==> src/pkg/pmr_pkg.sv <==
// Function
// (RULE_01) Match sets flag bit 7.
// (RULE_02) Writing one clears flag and request.
// (RULE_03) Enable bit 6 gates match interrupt.
// (RULE_04) Interrupt enable readable, writable, reset zero.
// (RULE_05) Output enable bit 4 toggles pin.
// (RULE_06) Reserved bits read zero, ignore writes.
// (RULE_07) Source select picks oscillator, low-power, bus.
// (RULE_08) Source change clears divider and counter.
// (RULE_09) Divider change clears divider and counter.
// (RULE_10) Divider code zero stops; reset zero.
// (RULE_11) Even source: divide 1 to 64.
// (RULE_12) Odd source: 128 to 2048, 100, 1000.
// (RULE_13) Sixteen-bit limit; match wraps count to zero.
// (RULE_14) Zero limit flags every prescaler pulse.
// (RULE_15) Low byte read locks high byte.
// (RULE_16) New limit latched until overflow or start.
// (RULE_17) Toggle pin high after reset.
// (RULE_18) Counter advances once per prescaler pulse.
package pmr_pkg;

	// Register indices; the byte address is four times the index.
	localparam logic [13:0] IDX_STATUS_CONTROL = 14'h306a;
	localparam logic [13:0] IDX_PRESCALE_SELECT = 14'h306b;
	localparam logic [13:0] IDX_LIMIT_HIGH = 14'h306c;
	localparam logic [13:0] IDX_LIMIT_LOW = 14'h306d;
	localparam logic [13:0] IDX_COUNT_HIGH = 14'h306e;
	localparam logic [13:0] IDX_COUNT_LOW = 14'h306f;
	localparam logic [13:0] IDX_EVENT_STATUS = 14'h3070;
	localparam logic [13:0] IDX_EVENT_MASK = 14'h3071;
	localparam int ADDR_W = 16;

	// Field positions.
	localparam int BIT_MATCH_FLAG = 7;
	localparam int BIT_IRQ_ENABLE = 6;
	localparam int BIT_TOGGLE_ENABLE = 4;
	localparam int SRC_HI = 7;
	localparam int SRC_LO = 6;
	localparam int DIV_HI = 2;
	localparam int DIV_LO = 0;
	localparam int EVT_MATCH = 0;
	localparam int EVT_TOGGLE = 1;

	// Reset values.
	localparam logic [1:0] SRC_RESET = 2'h0;
	localparam logic [2:0] DIV_RESET = 3'h0;
	localparam logic [15:0] LIMIT_RESET = 16'h0000;
	localparam logic [1:0] EVT_RESET = 2'h0;

	// Source select codes.
	localparam logic [1:0] SRC_EXT_OSC = 2'h0;
	localparam logic [1:0] SRC_LOW_POWER = 2'h1;

	// Divide ratios per code, binary and decimal sets.
	localparam int DIV_W = 11;
	localparam logic [10:0] DIV_BIN [0:7] = '{11'h001, 11'h001, 11'h002, 11'h004,
		11'h008, 11'h010, 11'h020, 11'h040};
	localparam logic [10:0] DIV_ALT [0:7] = '{11'h001, 11'h080, 11'h100, 11'h200,
		11'h400, 11'h7ff, 11'h064, 11'h3e8};

	// AXI responses.
	localparam logic [1:0] RESP_OKAY = 2'h0;
	localparam logic [1:0] RESP_SLVERR = 2'h2;

endpackage

==> src/pkg/pmr_tick_if.sv <==
`timescale 1ns/1ps
`default_nettype none
// Clear from the control logic to the prescaler and match counter, and tick from the prescaler to the match counter.
interface pmr_tick_if;
	logic clear;
	logic tick;
	modport ctrl (output clear);
	modport presc (input clear, output tick);
	modport cnt (input clear, input tick);
endinterface
`default_nettype wire

==> src/pmr_match_counter.sv <==
`timescale 1ns/1ps
`default_nettype none
module pmr_match_counter (
	// Clock and reset.
	input wire logic clock,
	input wire logic rst,
	// Link from the prescaler.
	pmr_tick_if.cnt tk,
	// Limit staging.
	input wire logic [15:0] limit_stage,
	input wire logic load_req,
	// Count and match.
	output logic [15:0] count,
	output logic match
);
	logic [15:0] limit_eff;

	// Up-count that wraps at the active limit.
	always_ff @(posedge clock) begin
		if (rst || tk.clear) begin // RULE_08 RULE_09
			count <= 16'h0000;
			match <= 1'b0;
		end else begin
			match <= 1'b0;
			if (tk.tick) begin // RULE_18
				if (count == limit_eff) begin // RULE_13 RULE_14
					count <= 16'h0000;
					match <= 1'b1;
				end else begin
					count <= count + 16'h0001;
				end
			end
		end
	end

	// The active limit changes only at a wrap or a start, so a half-written limit acts only if a wrap or a start falls between its two byte writes.
	always_ff @(posedge clock) begin
		if (rst) begin
			limit_eff <= pmr_pkg::LIMIT_RESET;
		end else if (load_req || (tk.tick && count == limit_eff)) begin // RULE_16
			limit_eff <= limit_stage;
		end
	end
endmodule // pmr_match_counter
`default_nettype wire

==> src/pmr_prescaler.sv <==
`timescale 1ns/1ps
`default_nettype none
module pmr_prescaler #(
	parameter int DIV_W = 11
) (
	// Clock and reset.
	input wire logic clock,
	input wire logic rst,
	// Source edges and selection.
	input wire logic src_tick,
	input wire logic src_odd,
	input wire logic [2:0] div_sel,
	// Link to the counter.
	pmr_tick_if.presc tk
);
	logic [DIV_W-1:0] div_cnt;
	logic [DIV_W-1:0] ratio;

	if (DIV_W < 11) begin : g_width_check
		$error("Prescaler width too small for 2048.");
	end

	// Ratio lookup; 2048 is stored as 2047 plus one below.
	always_comb begin
		ratio = src_odd ? DIV_W'(pmr_pkg::DIV_ALT[div_sel]) : DIV_W'(pmr_pkg::DIV_BIN[div_sel]); // RULE_11 RULE_12
		if (src_odd && div_sel == 3'h5) begin
			ratio = DIV_W'(12'h800);
		end
	end

	// Divider count; a zero code holds it idle.
	always_ff @(posedge clock) begin
		if (rst || tk.clear || div_sel == 3'h0) begin // RULE_08 RULE_09 RULE_10
			div_cnt <= '0;
			tk.tick <= 1'b0;
		end else begin
			tk.tick <= 1'b0;
			if (src_tick) begin
				if (div_cnt == ratio - DIV_W'(1)) begin
					div_cnt <= '0;
					tk.tick <= 1'b1;
				end else begin
					div_cnt <= div_cnt + DIV_W'(1);
				end
			end
		end
	end
endmodule // pmr_prescaler
`default_nettype wire

==> src/pmr_top.sv <==
`timescale 1ns/1ps
`default_nettype none
module pmr_top (
	// Clock and reset.
	input wire logic clock,
	input wire logic rst,
	// AXI4-Lite write address.
	input wire logic s_axi_awvalid,
	output logic s_axi_awready,
	input wire logic [15:0] s_axi_awaddr,
	input wire logic [2:0] s_axi_awprot,
	// AXI4-Lite write data.
	input wire logic s_axi_wvalid,
	output logic s_axi_wready,
	input wire logic [31:0] s_axi_wdata,
	input wire logic [3:0] s_axi_wstrb,
	// AXI4-Lite write response.
	output logic s_axi_bvalid,
	input wire logic s_axi_bready,
	output logic [1:0] s_axi_bresp,
	// AXI4-Lite read address.
	input wire logic s_axi_arvalid,
	output logic s_axi_arready,
	input wire logic [15:0] s_axi_araddr,
	input wire logic [2:0] s_axi_arprot,
	// AXI4-Lite read data.
	output logic s_axi_rvalid,
	input wire logic s_axi_rready,
	output logic [31:0] s_axi_rdata,
	output logic [1:0] s_axi_rresp,
	// Clock sources from pins.
	input wire logic ext_osc,
	input wire logic low_power_osc,
	// Outputs.
	output logic toggle_out,
	output logic irq
);
	// Write channel holding state.
	logic aw_full;
	logic w_full;
	logic [13:0] aw_idx;
	logic [7:0] w_byte;
	logic w_lane0;
	logic wr_go;
	logic wr_hit;
	// Read decode.
	logic [13:0] ar_idx;
	logic [7:0] rd_byte;
	logic rd_hit;
	// Registers.
	logic match_flag;
	logic match_irq_enable;
	logic toggle_output_enable;
	logic [1:0] source_select;
	logic [2:0] divider_select;
	logic [7:0] limit_high;
	logic [7:0] limit_low;
	logic [7:0] count_high_lock;
	logic [1:0] evt_status;
	logic [1:0] evt_mask;
	// Counter side.
	logic clear_pulse;
	logic load_pulse;
	logic [15:0] tick_count;
	logic match;
	logic src_tick;
	// Pin synchronisers, one lane each for oscillator and low-power source.
	logic [1:0] pin_in;
	logic [1:0] sync1;
	logic [1:0] sync2;
	logic [1:0] sync3;
	logic [1:0] pin_level;
	logic [1:0] pin_rise;
	// Write strobes per register.
	logic wr_sc1;
	logic wr_sc2;
	logic wr_limh;
	logic wr_liml;
	logic wr_evt;
	logic wr_mask;

	pmr_tick_if tk ();

	assign pin_in = {low_power_osc, ext_osc};

	// Three stages per pin; the filtered level moves only when stages two and three agree.
	for (genvar i = 0; i < 2; i++) begin : g_pin
		always_ff @(posedge clock) begin
			if (rst) begin
				sync1[i] <= 1'b0;
				sync2[i] <= 1'b0;
				sync3[i] <= 1'b0;
				pin_level[i] <= 1'b0;
				pin_rise[i] <= 1'b0;
			end else begin
				sync1[i] <= pin_in[i];
				sync2[i] <= sync1[i];
				sync3[i] <= sync2[i];
				if (sync2[i] == sync3[i]) begin
					pin_level[i] <= sync3[i];
				end
				pin_rise[i] <= (sync2[i] == sync3[i]) && sync3[i] && !pin_level[i];
			end
		end
	end

	// Source routing; both upper codes pick the bus clock, which ticks every cycle.
	always_comb begin
		case (source_select)
			pmr_pkg::SRC_EXT_OSC: src_tick = pin_rise[0]; // RULE_07
			pmr_pkg::SRC_LOW_POWER: src_tick = pin_rise[1];
			default: src_tick = 1'b1;
		endcase
	end

	assign tk.clear = clear_pulse;

	pmr_prescaler #(
		.DIV_W(pmr_pkg::DIV_W)
	) u_presc (
		.clock(clock),
		.rst(rst),
		.src_tick(src_tick),
		.src_odd(source_select[0]),
		.div_sel(divider_select),
		.tk(tk.presc)
	);

	pmr_match_counter u_cnt (
		.clock(clock),
		.rst(rst),
		.tk(tk.cnt),
		.limit_stage({limit_high, limit_low}),
		.load_req(load_pulse),
		.count(tick_count),
		.match(match)
	);

	// Write address and data are taken in either order and held until both are present.
	assign wr_go = aw_full && w_full && !s_axi_bvalid;
	assign wr_hit = (aw_idx >= pmr_pkg::IDX_STATUS_CONTROL) && (aw_idx <= pmr_pkg::IDX_EVENT_MASK);
	assign wr_sc1 = wr_go && w_lane0 && aw_idx == pmr_pkg::IDX_STATUS_CONTROL;
	assign wr_sc2 = wr_go && w_lane0 && aw_idx == pmr_pkg::IDX_PRESCALE_SELECT;
	assign wr_limh = wr_go && w_lane0 && aw_idx == pmr_pkg::IDX_LIMIT_HIGH;
	assign wr_liml = wr_go && w_lane0 && aw_idx == pmr_pkg::IDX_LIMIT_LOW;
	assign wr_evt = wr_go && w_lane0 && aw_idx == pmr_pkg::IDX_EVENT_STATUS;
	assign wr_mask = wr_go && w_lane0 && aw_idx == pmr_pkg::IDX_EVENT_MASK;

	// Write channel handshakes and response.
	always_ff @(posedge clock) begin
		if (rst) begin
			aw_full <= 1'b0;
			w_full <= 1'b0;
			aw_idx <= 14'h0000;
			w_byte <= 8'h00;
			w_lane0 <= 1'b0;
			s_axi_awready <= 1'b1;
			s_axi_wready <= 1'b1;
			s_axi_bvalid <= 1'b0;
			s_axi_bresp <= pmr_pkg::RESP_OKAY;
		end else begin
			if (s_axi_awvalid && s_axi_awready) begin
				aw_full <= 1'b1;
				aw_idx <= s_axi_awaddr[15:2];
				s_axi_awready <= 1'b0;
			end
			if (s_axi_wvalid && s_axi_wready) begin
				w_full <= 1'b1;
				w_byte <= s_axi_wdata[7:0];
				w_lane0 <= s_axi_wstrb[0];
				s_axi_wready <= 1'b0;
			end
			if (wr_go) begin
				aw_full <= 1'b0;
				w_full <= 1'b0;
				s_axi_bvalid <= 1'b1;
				s_axi_bresp <= wr_hit ? pmr_pkg::RESP_OKAY : pmr_pkg::RESP_SLVERR;
			end
			if (s_axi_bvalid && s_axi_bready) begin
				s_axi_bvalid <= 1'b0;
				s_axi_awready <= 1'b1;
				s_axi_wready <= 1'b1;
			end
		end
	end

	// Flag register; a match in the cycle of a clearing write keeps the flag set.
	always_ff @(posedge clock) begin
		if (rst) begin
			match_flag <= 1'b0; // RULE_02
		end else begin
			match_flag <= match || (match_flag && !(wr_sc1 && w_byte[pmr_pkg::BIT_MATCH_FLAG])); // RULE_01 RULE_02
		end
	end

	// Enable bits of the first control register.
	always_ff @(posedge clock) begin
		if (rst) begin
			match_irq_enable <= 1'b0; // RULE_04
			toggle_output_enable <= 1'b0;
		end else if (wr_sc1) begin
			match_irq_enable <= w_byte[pmr_pkg::BIT_IRQ_ENABLE]; // RULE_04
			toggle_output_enable <= w_byte[pmr_pkg::BIT_TOGGLE_ENABLE]; // RULE_05
		end
	end

	// Source and divider selection, with a clear pulse when either field really changes.
	always_ff @(posedge clock) begin
		if (rst) begin
			source_select <= pmr_pkg::SRC_RESET; // RULE_08
			divider_select <= pmr_pkg::DIV_RESET; // RULE_10
			clear_pulse <= 1'b0;
			load_pulse <= 1'b0;
		end else begin
			clear_pulse <= 1'b0;
			load_pulse <= 1'b0;
			if (wr_sc2) begin
				source_select <= w_byte[pmr_pkg::SRC_HI:pmr_pkg::SRC_LO];
				divider_select <= w_byte[pmr_pkg::DIV_HI:pmr_pkg::DIV_LO];
				clear_pulse <= (w_byte[pmr_pkg::SRC_HI:pmr_pkg::SRC_LO] != source_select) // RULE_08
					|| (w_byte[pmr_pkg::DIV_HI:pmr_pkg::DIV_LO] != divider_select); // RULE_09
				load_pulse <= w_byte[pmr_pkg::DIV_HI:pmr_pkg::DIV_LO] != 3'h0; // RULE_16
			end
		end
	end

	// Limit staging bytes; the counter adopts them later.
	always_ff @(posedge clock) begin
		if (rst) begin
			limit_high <= pmr_pkg::LIMIT_RESET[15:8]; // RULE_14
			limit_low <= pmr_pkg::LIMIT_RESET[7:0];
		end else begin
			if (wr_limh) begin
				limit_high <= w_byte; // RULE_13
			end
			if (wr_liml) begin
				limit_low <= w_byte;
			end
		end
	end

	// Event status and mask; the hardware set wins over a write-one clear.
	always_ff @(posedge clock) begin
		if (rst) begin
			evt_status <= pmr_pkg::EVT_RESET;
			evt_mask <= pmr_pkg::EVT_RESET;
		end else begin
			evt_status[pmr_pkg::EVT_MATCH] <= match
				|| (evt_status[pmr_pkg::EVT_MATCH] && !(wr_evt && w_byte[pmr_pkg::EVT_MATCH]));
			evt_status[pmr_pkg::EVT_TOGGLE] <= (match && toggle_output_enable)
				|| (evt_status[pmr_pkg::EVT_TOGGLE] && !(wr_evt && w_byte[pmr_pkg::EVT_TOGGLE]));
			if (wr_mask) begin
				evt_mask <= w_byte[1:0];
			end
		end
	end

	// Interrupt line, one cycle behind its causes so the pin comes from a flop.
	always_ff @(posedge clock) begin
		if (rst) begin
			irq <= 1'b0;
		end else begin
			irq <= (match_flag && match_irq_enable) || |(evt_status & evt_mask); // RULE_03
		end
	end

	// Toggle pin starts high and flips on each wrap while enabled.
	always_ff @(posedge clock) begin
		if (rst) begin
			toggle_out <= 1'b1; // RULE_17
		end else if (match && toggle_output_enable) begin
			toggle_out <= !toggle_out; // RULE_05
		end
	end

	// Read decode; unused and reserved bits read as zero.
	assign ar_idx = s_axi_araddr[15:2];
	always_comb begin
		rd_hit = 1'b1;
		rd_byte = 8'h00;
		case (ar_idx)
			pmr_pkg::IDX_STATUS_CONTROL: begin
				rd_byte[pmr_pkg::BIT_MATCH_FLAG] = match_flag; // RULE_06
				rd_byte[pmr_pkg::BIT_IRQ_ENABLE] = match_irq_enable;
				rd_byte[pmr_pkg::BIT_TOGGLE_ENABLE] = toggle_output_enable;
			end
			pmr_pkg::IDX_PRESCALE_SELECT: begin
				rd_byte = {source_select, 3'h0, divider_select}; // RULE_06
			end
			pmr_pkg::IDX_LIMIT_HIGH: rd_byte = limit_high;
			pmr_pkg::IDX_LIMIT_LOW: rd_byte = limit_low;
			pmr_pkg::IDX_COUNT_HIGH: rd_byte = count_high_lock; // RULE_15
			pmr_pkg::IDX_COUNT_LOW: rd_byte = tick_count[7:0];
			pmr_pkg::IDX_EVENT_STATUS: rd_byte = {6'h00, evt_status};
			pmr_pkg::IDX_EVENT_MASK: rd_byte = {6'h00, evt_mask};
			default: rd_hit = 1'b0;
		endcase
	end

	// Reading the low count byte freezes the high byte so a following read pairs with it.
	always_ff @(posedge clock) begin
		if (rst) begin
			count_high_lock <= 8'h00;
		end else if (s_axi_arvalid && s_axi_arready && ar_idx == pmr_pkg::IDX_COUNT_LOW) begin
			count_high_lock <= tick_count[15:8]; // RULE_15
		end
	end

	// Read channel; data are sampled at the address handshake.
	always_ff @(posedge clock) begin
		if (rst) begin
			s_axi_arready <= 1'b1;
			s_axi_rvalid <= 1'b0;
			s_axi_rdata <= 32'h00000000;
			s_axi_rresp <= pmr_pkg::RESP_OKAY;
		end else begin
			if (s_axi_arvalid && s_axi_arready) begin
				s_axi_arready <= 1'b0;
				s_axi_rvalid <= 1'b1;
				s_axi_rdata <= {24'h000000, rd_byte};
				s_axi_rresp <= rd_hit ? pmr_pkg::RESP_OKAY : pmr_pkg::RESP_SLVERR;
			end
			if (s_axi_rvalid && s_axi_rready) begin
				s_axi_rvalid <= 1'b0;
				s_axi_arready <= 1'b1;
			end
		end
	end
endmodule // pmr_top
`default_nettype wire

==> config.mk <==
export PLATFORM = sky130hd
export DESIGN_NAME = pmr_top
export DESIGN_NICKNAME = d
export VERILOG_FILES = /design/src/pkg/pmr_pkg.sv /design/src/pkg/pmr_tick_if.sv /design/src/pmr_match_counter.sv /design/src/pmr_prescaler.sv /design/src/pmr_top.sv
export SDC_FILE = /design/constraint.sdc
export NUM_CORES = 1
export LEC_CHECK = 0
export BUFFER_PORTS_ARGS = -buffer_cell sky130_fd_sc_hd__buf_2
export CORE_ASPECT_RATIO = 0.7
export CORE_UTILIZATION = 56
export DETAILED_ROUTE_END_ITERATION = 12
export PLACE_DENSITY = 0.8
export SLEW_MARGIN = 10
export SYNTH_ARGS = -nofsm -noshare
export SYNTH_HDL_FRONTEND = slang
export SYNTH_SLANG_ARGS = --single-unit
==> constraint.sdc <==
create_clock -name clock -period 3.2 [get_ports clock]
set_clock_uncertainty 0.15 [all_clocks]
set_input_delay 0.16 -clock clock [delete_from_list [all_inputs] [get_ports clock]]
set_output_delay 0.16 -clock clock [all_outputs]
set_load 0.02 [all_outputs]
==> results.ini <==
[outcome]
status = finished clean

[cts]
cts.sinks = 135
numCtsBuffers = 17
path_clk_slew_ns = 0.06
cts_tree = yes
cts_root_buffer = clkbuf_16
clock_latency_ns = 0.42
clockBufferDepth = 2
cts_max_level = 4

[sta]
final.setup.tns_ns = 0
tightest_slew_ns = 1.26
drv_slew = 0
min_period_ns = 3.03
rsz0062_at_grt = no
worst_slack_ns = 0.169
finalSetupViolCount = 0
post-route-period-util_pct = 94.7
fmax_mhz = 330
slew_headroom_pct = 15.7
final-hold-violation-count = 0

[drt]
drt-initial-drc-count = 517
drt-pass1-iter-count = 7
drc_errors = 0
vias_per_cell = 5.69
drt_wl_total_microns = 17300
routedWlPerCell_microns = 17.2
final_antenna_net_count = 0
vias = 5745

[floorplanning]
die-height_microns = 93.2
coreArea_sq_um = 11300
initial_core_util_pct = 59.0
num_rows = 32
die_x_microns = 132
dieArea_sq_um = 12300
io_pins = 126

[pwr]
swShare_pct = 23.5
internal_power_uw = 3060
p_clk_share_pct = 50.5
p_leak_uw = 0.00325
p_comb_share_pct = 5.9
ir_worst_vdd_uv = 430
seqPwrFrac_pct = 43.7
p_switching_uw = 939
power.density_nw_per_um2 = 502

[placed_design]
hpwl_microns = 11400
place_ws_ns = 0.0617
io_buffers = 62
gp_congestion = 0.867

[synthesis]
yosysSeqAreaShare_pct = 40.6
ys_ff_latch = 135
syn-cell-area_sq_um = 6660
syn_inst = 753
synth_ff_type = dfxtp_1
ys_warn_count = 0
synth_edf_count = 0
synth_area_per_cell_sq_um = 8.84
synthDistinctLibCells = 73
ys_async_sr_fraction_pct = 0

[flow_run]
maxCapViolations = 0

[cells_and_area]
nNetsFinal = 935
final_layout_size_suffix_gt1_share_pct = 17.2
multi_input_area_sq_um = 3640
layout.cells.most_common = dfxtp_1
register_area_sq_um = 2700
syn_to_final_growth_pct = 19.8
fillers = 799
layout_common_cells = dfxtp_1 (134), nor2_1 (94), nand2_1 (92)
fin_util_pct = 70.7

[critical_path]
worstSetupStartpointType = flop
slowest_stage = a2111oi_4
crit_path_max_fanout = 5
critPathRequiredTime_ns = 3.35
r2r_slack_ns = 0.17
crit_type = reg2reg
crit_path_end_kind = flop
cp.arrival_ns = 3.18
worstPathCellList = inv_1 > ha_1 > nand2b_1 > o211ai_1 > ha_2 > nand3_1 > a41oi_1 > a22oi_1 > a2111oi_4 > nand4_4 > nor3_4 > nor3_1
critPathTopFamily = compound AO/OA/AOI/OAI gates
cp_slowest_stage_delay_ns = 0.45
critPathBufInv = 1

[grt]
antenna_found_initial = 1
grt_max_degree = 62
grt.total_usage_pct = 28.8
grt_pass1_vias = 5678
grt_pass1_wl_microns = 27600
grt.overflow.total = 0

[min_path]
hold_class = in2reg

timing repair:
| action | CTS | global route |
|---|---|---|
| hold endpoints to repair | 30 | 0 |
| endpoints found under the setup margin | 0 | 12 |
| hold buffers | 32 | 0 |
| setup buffers | 0 | 1 |
| gates resized for setup | 0 | 6 |
synthesized netlist by cell type (2+ instances only):
master    number  area (sq um)
nor3_1        22           110
xor2_1        21           184
dfxtp_1      135          2700
nor3b_1        5          37.5
nand4_1       12          75.1
o211ai_1       2          15.0
or2_2          2          12.5
buf_6          4          45.0
o22ai_1        2          12.5
nor2b_1       13          81.3
o21ai_1        2          10.0
a21oi_1       45           225
nand4b_1       3          26.3
a31oi_1        3          18.8
xnor2_1       36           315
and3_1         5          31.3
nor4_2         2          25.0
a211oi_1       2          15.0
nor2_1        94           353
mux2_2         3          33.8
clkbuf_1      27           101
buf_2          4          20.0
o21ai_0       15          75.1
ha_1          10           125
buf_4         30           225
nand2_1       92           345
o21bai_1       2          15.0
and3b_1        2          17.5
buf_1          4          15.0
o21a_1         3          22.5
nor4_1         5          31.3
nand3_1       21           105
mux4_2         8           180
and2_1         3          18.8
and4_1         4          35.0
nand2b_1       9          56.3
inv_1         12          45.0
a222oi_1       4          40.0
a221o_1        3          30.0
mux2i_1       48           480
a221oi_1       2          17.5
flip-flops by register name, summed over array words and instances (netlist names), 2 cells and up:
register,flops
sync3,2
s_axi_rdata,8
sync2,2
u_cnt.limit_eff,16
sync1,2
limit_low,8
pin_rise,2
evt_mask,2
aw_idx,14
source_select,2
w_byte,8
count_high_lock,8
pin_level,2
u_cnt.count,16
evt_status,2
divider_select,3
u_presc.div_cnt,11
limit_high,8
cell type report:
type	instances	share of cell area [%]
Multi-Input combinational cell	562	45.7
Sequential cell	135	33.9
Timing Repair Buffer	113	9.72
Clock buffer	19	5.55
Tap cell	153	2.40
Clock inverter	13	2.10
Inverter	13	0.612
Antenna cell	1	0.0314
per-stage QoR:
stage / total power, uW / instances / hold slack (ns) / cell area (sq um)
finish: 4000 / 1009 / 0.0366 / 7980
CTS: 4010 / 1006 / 0.0273 / 7920
detailed placement: 1980 / 942 / 0.227 / 6990
global placement: 1970 / 942 / 0.220 / 6990
floorplan: 1940 / 778 / 0.110 / 6750
global route: 4110 / 1009 / 0.0530 / 7980
power groups by stage:
stage	registers, uW	clock network [uW]	logic (uW)
global placement	1780	0	190
floorplan	1780	0	157
CTS	1740	2030	229
detailed placement	1780	0	197
global route	1750	2110	257
finish	1750	2020	236
per-layer routing:
metal  vias up  global-route usage (%)  routed length, microns
met3        57                    5.80                     904
met5         -                       0                       0
met4         0                    14.1                     534
met2       218                    50.9                    8720
met1      2739                    33.7                    7170
li1       2731                       -                       -
worst paths after layout:
kind / startpoint / end / cells past startpoint
max: divider_select[1] / u_presc.div_cnt[7] / 12
min: rst / pin_level[1] / 2
max reg2reg: divider_select[1] / u_presc.div_cnt[7] / 12
min reg2reg: pin_level[1] / pin_rise[1] / 1
cells by family after synthesis:
family / share of synthesized area, %
adders and majority gates: 1.88
AOI/OAI and AO/OA: 9.45
buffers and inverters: 6.84
muxes: 10.6
and+or+nand+nor: 22.9
other: 0.0563
xor gates and xnor gates: 7.74
DFF: 40.6
No activity file was read; power rests on OpenSTA's default activity.
